**src/logic/dsw_pkg.sv**
```systemverilog
// Package of constants and types for the dual converter serial write control
package dsw_pkg;

  // Converter code and command word widths
  localparam int DATA_W = 10;
  localparam int WORD_W = 16;
  localparam logic [3:0] LAST_BIT = 4'hf;

  // Command word field positions
  localparam int CMD_SEL_POS = 14;
  localparam int CMD_MODE_POS = 12;
  localparam int CMD_DATA_POS = 2;
  localparam int CMD_TERM_POS = 0;

  // Operating mode codes
  localparam logic [1:0] MODE_SINGLE = 2'h0;
  localparam logic [1:0] MODE_BOTH = 2'h1;
  localparam logic [1:0] MODE_PDOWN = 2'h2;
  localparam logic [1:0] MODE_RSVD = 2'h3;

  // Power-down termination codes; zero is not a valid option
  localparam logic [1:0] TERM_NONE = 2'h0;

  // Register map, byte addresses
  localparam int ADDR_W = 8;
  localparam logic [7:0] OFF_STATUS = 8'h00;
  localparam logic [7:0] OFF_CHAN_A = 8'h04;
  localparam logic [7:0] OFF_CHAN_B = 8'h08;
  localparam logic [7:0] OFF_CTRL = 8'h0c;
  localparam logic [7:0] OFF_COUNT = 8'h10;

  // Control register fields
  localparam int CTRL_EN_BIT = 0;
  localparam int CTRL_CLR_BIT = 1;
  localparam logic CTRL_EN_RST = 1'b1;

  // Bus response codes
  localparam logic [1:0] RESP_OKAY = 2'h0;
  localparam logic [1:0] RESP_SLVERR = 2'h2;

  // Reset values of the channel codes and counters
  localparam logic [9:0] CODE_RST = 10'h000;
  localparam logic [15:0] CNT_RST = 16'h0000;
  localparam logic [15:0] CNT_ONE = 16'h0001;

  // Pin levels while the host is idle
  localparam logic [2:0] PINS_IDLE = 3'h4;

  // Frame states, Gray coded along idle, shift, done
  typedef enum logic [1:0] {
    FS_IDLE = 2'b00,
    FS_SHIFT = 2'b01,
    FS_DONE = 2'b11
  } dsw_frame_e;

  // Serial link pins
  typedef struct packed {
    logic sync_n;
    logic sclk;
    logic din;
  } dsw_link_s;

  // Decoded command word
  typedef struct packed {
    logic sel_b;
    logic [1:0] mode;
    logic [9:0] code;
    logic [1:0] term;
  } dsw_cmd_s;

endpackage : dsw_pkg

```
**src/logic/dsw_pin_sync.sv**
```systemverilog
// Two-flop synchroniser bank for the serial link pins
`timescale 1ns/1ps
module dsw_pin_sync
  import dsw_pkg::*;
#(
  parameter int W = 3,
  parameter logic [W-1:0] RST_VAL = '0
) (
  input wire logic aclk,
  input wire logic aresetn,
  input wire logic [W-1:0] async_in,
  output logic [W-1:0] sync_out
);

  generate
    for (genvar i = 0; i < W; i++) begin : g_bit
      logic meta_r;
      logic meta_nxt;
      logic hold_r;
      logic hold_nxt;

      // First flop feeds only the second one
      always_comb begin
        meta_nxt = async_in[i];
        hold_nxt = meta_r;
      end

      always_ff @(posedge aclk) begin
        if (!aresetn) begin
          meta_r <= RST_VAL[i];
          hold_r <= RST_VAL[i];
        end else begin
          meta_r <= meta_nxt;
          hold_r <= hold_nxt;
        end
      end

      assign sync_out[i] = hold_r;
    end
  endgenerate

endmodule : dsw_pin_sync

```
**src/logic/dsw_serial_dac_ctrl.sv**
```systemverilog
// Serial write front end and update control of a dual 10-bit converter
//
// Overview of operation
// - Two independent channels A and B, each holding a 10-bit output code.
// - One 16-bit shift register holds select, mode, power-down and code fields.
// - Mode bits choose updating both channels together or one channel alone.
// - After reset both outputs stay zero until the first valid complete write.
// - Power-down entered with one of three termination options from the word.
// - Shifting enabled only while frame sync is low; its fall starts a frame.
// - One data bit sampled per serial clock falling edge; host sets it up first.
// - Sixteenth falling edge applies the command to outputs or power-down state.
// - Frame sync rising before the sixteenth edge discards the partial word.
//
// Local design decisions: the placing of the registers and the AXI4-Lite interface to the registers.
`timescale 1ns/1ps
module dsw_serial_dac_ctrl
  import dsw_pkg::*;
(
  input wire logic aclk,
  input wire logic aresetn,
  input wire dsw_link_s link_pins,
  output logic [9:0] channel_a_output,
  output logic [9:0] channel_b_output,
  output logic power_down,
  output logic [1:0] pd_term,
  input wire logic [7:0] awaddr,
  input wire logic awvalid,
  output logic awready,
  input wire logic [31:0] wdata,
  input wire logic [3:0] wstrb,
  input wire logic wvalid,
  output logic wready,
  output logic [1:0] bresp,
  output logic bvalid,
  input wire logic bready,
  input wire logic [7:0] araddr,
  input wire logic arvalid,
  output logic arready,
  output logic [31:0] rdata,
  output logic [1:0] rresp,
  output logic rvalid,
  input wire logic rready
);

  dsw_link_s pin_s;
  logic sclk_d_r, sclk_d_nxt, sync_d_r, sync_d_nxt;
  dsw_frame_e state_r, state_nxt;
  logic [15:0] shift_r, shift_nxt;
  logic [3:0] cnt_r, cnt_nxt;
  logic apply_r, apply_nxt, abort_r, abort_nxt;
  logic sclk_fall, frame_start;
  dsw_cmd_s cmd;
  logic [9:0] code_a_r, code_a_nxt, code_b_r, code_b_nxt;
  logic pd_r, pd_nxt, written_r, written_nxt;
  logic [1:0] term_r, term_nxt;
  logic [15:0] done_cnt_r, done_cnt_nxt, abort_cnt_r, abort_cnt_nxt;
  logic en_r, en_nxt, clr_r, clr_nxt;
  logic aw_hold_r, aw_hold_nxt, w_hold_r, w_hold_nxt;
  logic [7:0] waddr_r, waddr_nxt;
  logic [31:0] wdat_r, wdat_nxt;
  logic [3:0] wstb_r, wstb_nxt;
  logic awready_r, awready_nxt, wready_r, wready_nxt, bvalid_r, bvalid_nxt;
  logic [1:0] bresp_r, bresp_nxt, rresp_r, rresp_nxt;
  logic arready_r, arready_nxt, rvalid_r, rvalid_nxt;
  logic [31:0] rdata_r, rdata_nxt;

  // Pins come from the host's domain, so they pass two flops first
  dsw_pin_sync #(
    .W(3),
    .RST_VAL(PINS_IDLE)
  ) u_sync (
    .aclk(aclk),
    .aresetn(aresetn),
    .async_in(link_pins),
    .sync_out(pin_s)
  );

  // Edge finders on the synchronised serial clock and frame sync
  assign sclk_fall = sclk_d_r & ~pin_s.sclk;
  assign frame_start = sync_d_r & ~pin_s.sync_n;

  // Frame sequencer and shift register
  always_comb begin
    sclk_d_nxt = pin_s.sclk;
    sync_d_nxt = pin_s.sync_n;
    state_nxt = state_r;
    shift_nxt = shift_r;
    cnt_nxt = cnt_r;
    apply_nxt = 1'b0;
    abort_nxt = 1'b0;
    case (state_r)
      FS_IDLE: begin
        // Disabled link ignores whole frames, never half of one
        if (frame_start && en_r) begin
          state_nxt = FS_SHIFT;
          cnt_nxt = 4'h0;
        end
      end
      FS_SHIFT: begin
        if (pin_s.sync_n) begin
          state_nxt = FS_IDLE;
          abort_nxt = 1'b1;
        end else if (sclk_fall) begin
          shift_nxt = {shift_r[14:0], pin_s.din};
          cnt_nxt = cnt_r + 4'h1;
          if (cnt_r == LAST_BIT) begin
            apply_nxt = 1'b1;
            state_nxt = FS_DONE;
          end
        end
      end
      FS_DONE: begin
        // Extra clocks after the sixteenth are ignored until sync rises
        if (pin_s.sync_n) begin
          state_nxt = FS_IDLE;
        end
      end
      default: state_nxt = FS_IDLE;
    endcase
  end

  always_ff @(posedge aclk) begin
    if (!aresetn) begin
      sclk_d_r <= 1'b0;
      sync_d_r <= 1'b1;
      state_r <= FS_IDLE;
      shift_r <= 16'h0000;
      cnt_r <= 4'h0;
      apply_r <= 1'b0;
      abort_r <= 1'b0;
    end else begin
      sclk_d_r <= sclk_d_nxt;
      sync_d_r <= sync_d_nxt;
      state_r <= state_nxt;
      shift_r <= shift_nxt;
      cnt_r <= cnt_nxt;
      apply_r <= apply_nxt;
      abort_r <= abort_nxt;
    end
  end

  // Field extraction from the finished word
  always_comb begin
    cmd.sel_b = shift_r[CMD_SEL_POS];
    cmd.mode = shift_r[CMD_MODE_POS +: 2];
    cmd.code = shift_r[CMD_DATA_POS +: DATA_W];
    cmd.term = shift_r[CMD_TERM_POS +: 2];
  end

  // Channel codes, power-down state and frame counters
  always_comb begin
    code_a_nxt = code_a_r;
    code_b_nxt = code_b_r;
    pd_nxt = pd_r;
    term_nxt = term_r;
    written_nxt = written_r;
    done_cnt_nxt = clr_r ? CNT_RST : done_cnt_r;
    abort_cnt_nxt = clr_r ? CNT_RST : abort_cnt_r;
    if (apply_r) begin
      // Reserved mode or missing termination leaves codes and power-down state as they were; the frame still counts as done
      case (cmd.mode)
        MODE_SINGLE: begin
          if (cmd.sel_b) begin
            code_b_nxt = cmd.code;
          end else begin
            code_a_nxt = cmd.code;
          end
          pd_nxt = 1'b0;
          written_nxt = 1'b1;
        end
        MODE_BOTH: begin
          code_a_nxt = cmd.code;
          code_b_nxt = cmd.code;
          pd_nxt = 1'b0;
          written_nxt = 1'b1;
        end
        MODE_PDOWN: begin
          if (cmd.term != TERM_NONE) begin
            pd_nxt = 1'b1;
            term_nxt = cmd.term;
            written_nxt = 1'b1;
          end
        end
        default: pd_nxt = pd_r;
      endcase
      // A clear in the same cycle applies first, so the count restarts at one
      done_cnt_nxt = (clr_r ? CNT_RST : done_cnt_r) + CNT_ONE;
    end
    if (abort_r) begin
      abort_cnt_nxt = (clr_r ? CNT_RST : abort_cnt_r) + CNT_ONE;
    end
  end

  always_ff @(posedge aclk) begin
    if (!aresetn) begin
      code_a_r <= CODE_RST;
      code_b_r <= CODE_RST;
      pd_r <= 1'b0;
      term_r <= TERM_NONE;
      written_r <= 1'b0;
      done_cnt_r <= CNT_RST;
      abort_cnt_r <= CNT_RST;
    end else begin
      code_a_r <= code_a_nxt;
      code_b_r <= code_b_nxt;
      pd_r <= pd_nxt;
      term_r <= term_nxt;
      written_r <= written_nxt;
      done_cnt_r <= done_cnt_nxt;
      abort_cnt_r <= abort_cnt_nxt;
    end
  end

  assign channel_a_output = code_a_r;
  assign channel_b_output = code_b_r;
  assign power_down = pd_r;
  assign pd_term = term_r;

  // Bus write path: address and data taken in either order
  always_comb begin
    aw_hold_nxt = aw_hold_r;
    w_hold_nxt = w_hold_r;
    waddr_nxt = waddr_r;
    wdat_nxt = wdat_r;
    wstb_nxt = wstb_r;
    bvalid_nxt = bvalid_r;
    bresp_nxt = bresp_r;
    en_nxt = en_r;
    clr_nxt = 1'b0;
    if (awvalid && awready_r) begin
      aw_hold_nxt = 1'b1;
      waddr_nxt = awaddr;
    end
    if (wvalid && wready_r) begin
      w_hold_nxt = 1'b1;
      wdat_nxt = wdata;
      wstb_nxt = wstrb;
    end
    if (aw_hold_r && w_hold_r) begin
      aw_hold_nxt = 1'b0;
      w_hold_nxt = 1'b0;
      bvalid_nxt = 1'b1;
      bresp_nxt = RESP_OKAY;
      case (waddr_r)
        OFF_CTRL: begin
          if (wstb_r[0]) begin
            en_nxt = wdat_r[CTRL_EN_BIT];
            clr_nxt = wdat_r[CTRL_CLR_BIT];
          end
        end
        // Read-only registers accept and drop the write
        OFF_STATUS, OFF_CHAN_A, OFF_CHAN_B, OFF_COUNT: bresp_nxt = RESP_OKAY;
        default: bresp_nxt = RESP_SLVERR;
      endcase
    end else if (bvalid_r && bready) begin
      bvalid_nxt = 1'b0;
    end
    // One write under way at a time
    awready_nxt = ~aw_hold_nxt & ~bvalid_nxt;
    wready_nxt = ~w_hold_nxt & ~bvalid_nxt;
  end

  always_ff @(posedge aclk) begin
    if (!aresetn) begin
      aw_hold_r <= 1'b0;
      w_hold_r <= 1'b0;
      waddr_r <= 8'h00;
      wdat_r <= 32'h00000000;
      wstb_r <= 4'h0;
      bvalid_r <= 1'b0;
      bresp_r <= RESP_OKAY;
      awready_r <= 1'b1;
      wready_r <= 1'b1;
      en_r <= CTRL_EN_RST;
      clr_r <= 1'b0;
    end else begin
      aw_hold_r <= aw_hold_nxt;
      w_hold_r <= w_hold_nxt;
      waddr_r <= waddr_nxt;
      wdat_r <= wdat_nxt;
      wstb_r <= wstb_nxt;
      bvalid_r <= bvalid_nxt;
      bresp_r <= bresp_nxt;
      awready_r <= awready_nxt;
      wready_r <= wready_nxt;
      en_r <= en_nxt;
      clr_r <= clr_nxt;
    end
  end

  assign awready = awready_r;
  assign wready = wready_r;
  assign bvalid = bvalid_r;
  assign bresp = bresp_r;

  // Bus read path, one read under way at a time
  always_comb begin
    arready_nxt = arready_r;
    rvalid_nxt = rvalid_r;
    rdata_nxt = rdata_r;
    rresp_nxt = rresp_r;
    if (arvalid && arready_r) begin
      arready_nxt = 1'b0;
      rvalid_nxt = 1'b1;
      rresp_nxt = RESP_OKAY;
      case (araddr)
        OFF_STATUS: rdata_nxt = {27'h0, state_r != FS_IDLE, written_r, term_r, pd_r};
        OFF_CHAN_A: rdata_nxt = {22'h0, code_a_r};
        OFF_CHAN_B: rdata_nxt = {22'h0, code_b_r};
        OFF_CTRL: rdata_nxt = {31'h0, en_r};
        OFF_COUNT: rdata_nxt = {abort_cnt_r, done_cnt_r};
        default: begin
          rdata_nxt = 32'h00000000;
          rresp_nxt = RESP_SLVERR;
        end
      endcase
    end else if (rvalid_r && rready) begin
      rvalid_nxt = 1'b0;
      arready_nxt = 1'b1;
    end
  end

  always_ff @(posedge aclk) begin
    if (!aresetn) begin
      arready_r <= 1'b1;
      rvalid_r <= 1'b0;
      rdata_r <= 32'h00000000;
      rresp_r <= RESP_OKAY;
    end else begin
      arready_r <= arready_nxt;
      rvalid_r <= rvalid_nxt;
      rdata_r <= rdata_nxt;
      rresp_r <= rresp_nxt;
    end
  end

  assign arready = arready_r;
  assign rvalid = rvalid_r;
  assign rdata = rdata_r;
  assign rresp = rresp_r;
endmodule : dsw_serial_dac_ctrl

```
**config.mk**
```make
export PLATFORM = sky130hd
export DESIGN_NAME = dsw_serial_dac_ctrl
export DESIGN_NICKNAME = d
export VERILOG_FILES = /design/src/logic/dsw_pkg.sv /design/src/logic/dsw_pin_sync.sv /design/src/logic/dsw_serial_dac_ctrl.sv
export SDC_FILE = /design/constraint.sdc
export NUM_CORES = 1
export LEC_CHECK = 0
export ABC_AREA = 0
export BUFFER_PORTS_ARGS = -buffer_cell sky130_fd_sc_hd__buf_4
export CORE_MARGIN = 5
export CORE_UTILIZATION = 35
export CTS_BUF_LIST = sky130_fd_sc_hd__clkbuf_16
export DETAILED_ROUTE_END_ITERATION = 16
export PLACE_DENSITY_LB_ADDON = 0.08
export SYNTH_ARGS = -nofsm -noshare
export SYNTH_HDL_FRONTEND = slang
export SYNTH_SLANG_ARGS = --single-unit
```
**constraint.sdc**
```tcl
create_clock -name aclk -period 4.37 [get_ports aclk]
set_clock_uncertainty 0.2 [all_clocks]
set_input_delay 0.6555 -clock aclk [delete_from_list [all_inputs] [get_ports aclk]]
set_output_delay 0.6555 -clock aclk [all_outputs]
set_load 0.01 [all_outputs]
```
Word level (Yosys, flattened, before mapping)
Cells that the tools add are included.
Operators by class
  $add $sub $neg: 3
  eq/ne operators: 22
  mux-type cells: 36
  bitwise operators: 12
  reduce and logical (&&, ||, !) cells: 31
Operators by type and width (number)
  $pmux 32 s5: 1
  $mux 16: 4
  $pmux 10 s2: 2
  $add 16x1->16 const B: 2
  $eq 8x4->1 const B: 4
  $mux 10: 2
  $reduce_and 3->1: 6
  $eq 8x3->1 const B: 2
  $eq 8x5->1 const B: 2
  $logic_not 8->1: 2
  $mux 2: 7
  $mux 1: 13
  $mux 4: 3
  $ne 2x2->1 const B: 6
  $reduce_and 4->1: 3
  $reduce_bool 2->1: 6
  $reduce_or 5->1: 2
  $not 1->1: 8
  $pmux 4 s2: 1
  $logic_and 1x1->1: 7
  $ne 3x2->1 const B: 2
  $pmux 2 s3: 1
  $add 4x1->4 const B: 1
  $and 1x1->1: 4
  other kinds (9): 13
Word-level totals
  register bits: 143
  bits of input ports: 62

Logic depth before layout (Yosys ltp)
  depth after elaboration: 5
  depth in mapped cells: 7
  mapped depth without buffers: 6

Modules after synthesis
Synthesis repeated with hierarchy kept, for this count alone.
Unflattened totals
  cells, all modules: 634
  area total of the unflattened synthesis: 5886.9 µm²
Modules (own cells, without submodules)
  dsw_serial_dac_ctrl: times used 1, cells an instance 619, area each 5706.7 µm², seq. area each 2702.6 µm²
  dsw_pin_sync: times used 1, cells an instance 15, area each 180.2 µm², seq. area each 120.1 µm²

Worst setup path after synthesis
No wires, ideal clock.
  path kind: input-to-reg
  start point: input araddr[7]
  end point: register rdata_r[12], in the netlist rdata[12]
  library setup time: 65 ps
  arrival: 1830 ps
  slack: 2275 ps
  stages: 5
  cell sequence: or4_4 > nor4b_4 > buf_6 > a22oi_2 > nor2_2
Between the ends
  cells in the longest elaborated chain, start to end: 2
Ends and longest elaborated chain
  from (decl): RTL line dsw_serial_dac_ctrl.sv:36  | input wire logic [7:0] araddr,
  $eq 8x5->1, or another cell as far along: RTL line dsw_serial_dac_ctrl.sv:306  | case (araddr)
  $pmux 32 s5 (*): RTL line dsw_serial_dac_ctrl.sv:306
  to (signal assigned): RTL line dsw_serial_dac_ctrl.sv:332  | rdata_r <= rdata_nxt;
  to (decl): RTL line dsw_serial_dac_ctrl.sv:65  | logic [31:0] rdata_r, rdata_nxt;
Mark *: on every way between the ends. The rest lies on a longest branch, timed or not.
A chain may end at the register's enable or synchronous reset.

Worst setup path in the final report
  start point: register clr_r
  end point: register abort_cnt_r[8]
Between the ends
  cells in the longest elaborated chain, start to end: 3
Ends and longest elaborated chain
  from (decl): RTL line dsw_serial_dac_ctrl.sv:57  | logic en_r, en_nxt, clr_r, clr_nxt;
  from (signal assigned): RTL line dsw_serial_dac_ctrl.sv:287  | clr_r <= clr_nxt;
  $mux 16 (*): RTL line dsw_serial_dac_ctrl.sv:190  | abort_cnt_nxt = (clr_r ? CNT_RST : abort_cnt_r) + CNT_ONE;
  $add 16x1->16: RTL line dsw_serial_dac_ctrl.sv:190
  $mux 16 (*): RTL line dsw_serial_dac_ctrl.sv:189  | if (abort_r) begin
  to (signal assigned): RTL line dsw_serial_dac_ctrl.sv:210  | abort_cnt_r <= abort_cnt_nxt;
  to (decl): RTL line dsw_serial_dac_ctrl.sv:56  | logic [15:0] done_cnt_r, done_cnt_nxt, abort_cnt_r, abort_cnt_nxt;
Marks and branches as above.

==> flow_results.org <==
** Status
- The flow ran to the end, and the final reports show no timing, DRC or antenna violations.

** Synth
- The biggest area contributor in the post-synthesis netlist is sky130_fd_sc_hd__dfxtp_1.
- A synthesized cell averages 9.07 um^2.
- Yosys warning total :: 0
- By area the synthesized netlist is led by sky130_fd_sc_hd__dfxtp_1 48%, sky130_fd_sc_hd__nand2_1 5.7%, sky130_fd_sc_hd__a21oi_1 4.3%, sky130_fd_sc_hd__a22oi_2 4.3%, sky130_fd_sc_hd__nor2_1 4.0%.
- In this run, synthesis inferred 0 flip-flops with an integrated enable.
- After synthesis, the share of flip-flops with an asynchronous set or reset is 0%.
- Sequential elements use 48.1% of the synthesized area.
- The mapped netlist covers 5870 um^2.
- Most used DFF post-synth :: sky130_fd_sc_hd__dfxtp_1
- Number of standard cells after synthesis :: 647
- Register bit count reported by yosys :: 141
- Area share of the largest cell type after synthesis :: 48.1%
- Post-synth cell types :: 64

** Final layout
- Proportion of layout cells with a drive suffix above 1 :: 23.2%
- The count of cells in the finished layout, fillers not included, comes to 960.
- 0 antenna diodes ended up in the layout.
- Area added between synthesis and finish :: 23.0%
- The final layout contains 793 nets.
- Post-route cell area :: 7220 um^2
- At the end of the flow the core is filled with cells to 43.7%.

** Floorplanning
- Die area :: 19,500 um^2
- Horizontal extent of the die :: 139 um
- Ports :: 126
- FP Rows :: 47
- Initial Util :: 35.5%
- Total core area :: 16,500 um^2
- From bottom edge to top edge, the die measures 139 um.

** Clock tree
- TritonCTS built the clock tree.
- The clock passes through at most 2 buffers.
- # Post-CTS Setup Buffers :: 0
- Hold-fix buffers, CTS :: 0
- The clock reaches the later pin of the worst-skew pair after 0.41 ns.
- Once the clock tree was built, the resizer swapped 0 gates to a different size.
- The clock net in this run drives a total of 141 sinks.
- Clock tree synthesis selected as its root buffer the cell sky130_fd_sc_hd__clkbuf_16.
- After clock tree synthesis, the clock-pin slew on the worst setup and hold paths is 0.05 ns.
- The H-tree generated during clock tree synthesis spans 4 levels.
- Total CTS buffers :: 17

** STA
- Max Clock Freq :: 408 MHz
- Final setup TNS :: 0 ns
- Setup repair after global routing left no endpoint under its margin.
- After layout, the worst path uses 56.0% of the clock period.
- The number of slew-limit violations in the final report came to 0.
- The number of hold violations in the final report is 0.
- Setup slack after layout :: 1.92 ns
- Measured against its own limit, the worst slew margin works out to 30.1%.
- Worst slack on hold paths :: 0.208 ns
- At the pin with the least slew margin, the transition time is 1.04 ns.
- Final worst path period need :: 2.45 ns
- Setup violations remaining at the end of the flow were counted as 0.

** Power
- Dividing total power by cell area gives a power density of 385 nW/um^2.
- Worst voltage drop across the vdd grid :: 283 uV
- Power comes to 2.78 mW.
- In this run the static leakage power is 2.76 nW.

** Worst setup path
- Crit start category :: flop
- Critical Path Max Stage Delay :: 0.64 ns
- Along the worst path, the maximum fanout reaches 17.
- Data required time at the worst endpoint :: 4.51 ns
- Master of the slowest instance on the critical path :: sky130_fd_sc_hd__or4_1
- The worst setup path is of the reg2reg kind.
- Endpoint kind of the worst setup timing path :: flop
- STA puts the critical path data arrival time at 2.59 ns.
- Ordered list of cells on the worst path :: inv_1, nand2_1, or4_1, o21ai_0

** Routing
- Post-detailed-routing wire length :: 15,000 um
- After detailed routing, the average wire length per cell comes to 15.6 um.
- Drt first-iter violations :: 214
- Average vias per placed instance :: 5.05
- The detailed router placed 4,852 vias in this run.
- The first detailed-routing pass ran for 4 iterations.
- Number of routed nets with antenna violations :: 0
- In the routed design, unresolved DRC markers number 0.

** GRT
- Number of global-route vias before repair :: 4,753
- For this run the aggregate overflow at the end of global routing stands at 0.
- GRT Total Usage :: 15.4%
- The initial antenna violation count is 0.
- Maximum number of pins on one net before global-route repair :: 50
- First-pass GRT wire length :: 24,400 um

** Place
- The HPWL after detailed placement is 10,700 um.
- Routability-driven placement finished with a final weighted congestion of 0.766.
- Count of port buffers added during placement :: 90
- DP Area :: 6680 um^2
- Placement Setup Slack :: 1.63 ns
- In this run, placement finished with an instance count of 929.

** Run
- The tool flagged a number of max-cap violations equal to 0.

** Min path
- Worst min path class :: reg2reg
[flip-flops by register name (all words and copies together) (netlist names), 2 cells and up]
register               flops
channel_a_output          10
u_sync.g_bit.hold_r        3
abort_cnt_r               16
shift_r                   15
pd_term                    2
state_r                    2
wdat_r                     2
rdata                     32
u_sync.g_bit.hold_nxt      3
cnt_r                      4
channel_b_output          10
waddr_r                    8
done_cnt_r                16
[cell type report]
type / count / area, um^2
multi-input combinational: 460 / 2820
clock buffer: 17 / 425
timing repair buffer: 94 / 706
clock inverter: 14 / 114
inverter: 14 / 53.8
tap: 220 / 275
sequential: 141 / 2820
fill: 1617 / 9300
[power breakdown]
| part | switching (mW) | internal, mW |
|---|---|---|
| clock network | 0.523 | 0.816 |
| registers | 0.0134 | 1.30 |
| logic | 0.0772 | 0.0476 |
[Yosys cell counts (all sizes together), types with 5 or more instances]
library cell  number
a2bb2oi            8
dfxtp            141
nor3              12
o21ai             26
nand3             13
xor2               6
or3                6
a21oi             51
mux2i             20
clkbuf            17
buf               16
nor2b             10
nor2              83
a22oi             27
and2               7
nand2             90
or4                5
nand4             12
xnor2             14
nand2b            11
inv               13
[worst max-delay path: cells and delay by family (launching register included)]
kind	cells	cell delay (ns)
AND/OR/NAND/NOR	2	1.15
flip-flops	1	0.49
buffers and inverters	1	0.45
AO/OA/AOI/OAI	1	0.08
[cell families (layout without fill, tap and decap cells)]
kind of cell             count (synthesis)  count (layout)  share of synthesized area [%]
XOR/XNOR                                20              20                           2.98
adder cells (fa/ha/maj)                  3               3                          0.640
AND/OR/NAND/NOR                        277             277                           24.1
AO/OA/AOI/OAI                          135             135                           16.3
buffers and inverters                   47             139                           3.86
flip-flops                             141             141                           48.1
multiplexers                            23              23                           3.99
other                                    1               2                         0.0639
[metal layers]
metal / global-route usage (%) / part of all wire (%) / wire length (um) / vias up
met5: 0 / 0 / 0 / -
met4: 4.94 / 1.2 / 184 / 0
met3: 3.81 / 4.3 / 648 / 15
met2: 25.2 / 48 / 7150 / 89
met1: 20.1 / 47 / 7010 / 2324
li1: - / - / - / 2424
[layout by cell type (no fill, tap or decap), types with 8 or more instances in the layout]
master,instances
sky130_fd_sc_hd__dfxtp_1,141
sky130_fd_sc_hd__buf_4,94
sky130_fd_sc_hd__nand2_1,89
sky130_fd_sc_hd__nor2_1,63
sky130_fd_sc_hd__a21oi_1,51
sky130_fd_sc_hd__o21ai_0,25
sky130_fd_sc_hd__mux2i_1,20
sky130_fd_sc_hd__a22oi_2,20
sky130_fd_sc_hd__nor2_2,20
sky130_fd_sc_hd__inv_1,17
sky130_fd_sc_hd__clkbuf_16,17
sky130_fd_sc_hd__xnor2_1,14
sky130_fd_sc_hd__nand3_1,13
sky130_fd_sc_hd__nand4_1,12
sky130_fd_sc_hd__nand2b_1,11
sky130_fd_sc_hd__nor3_1,11
sky130_fd_sc_hd__nor2b_1,10
sky130_fd_sc_hd__a2bb2oi_1,8
[final timing paths]
path,from,to,slack (ns),depth (start not counted)
setup / recovery,clr_r,abort_cnt_r[8],1.92,4
hold / removal,u_sync.g_bit[2].hold_nxt,u_sync.g_bit[2].hold_r,0.21,1
setup reg to reg,clr_r,abort_cnt_r[8],1.92,4
hold reg to reg,u_sync.g_bit[2].hold_nxt,u_sync.g_bit[2].hold_r,0.21,1
Note: power is estimated with default switching activity, not from simulation.
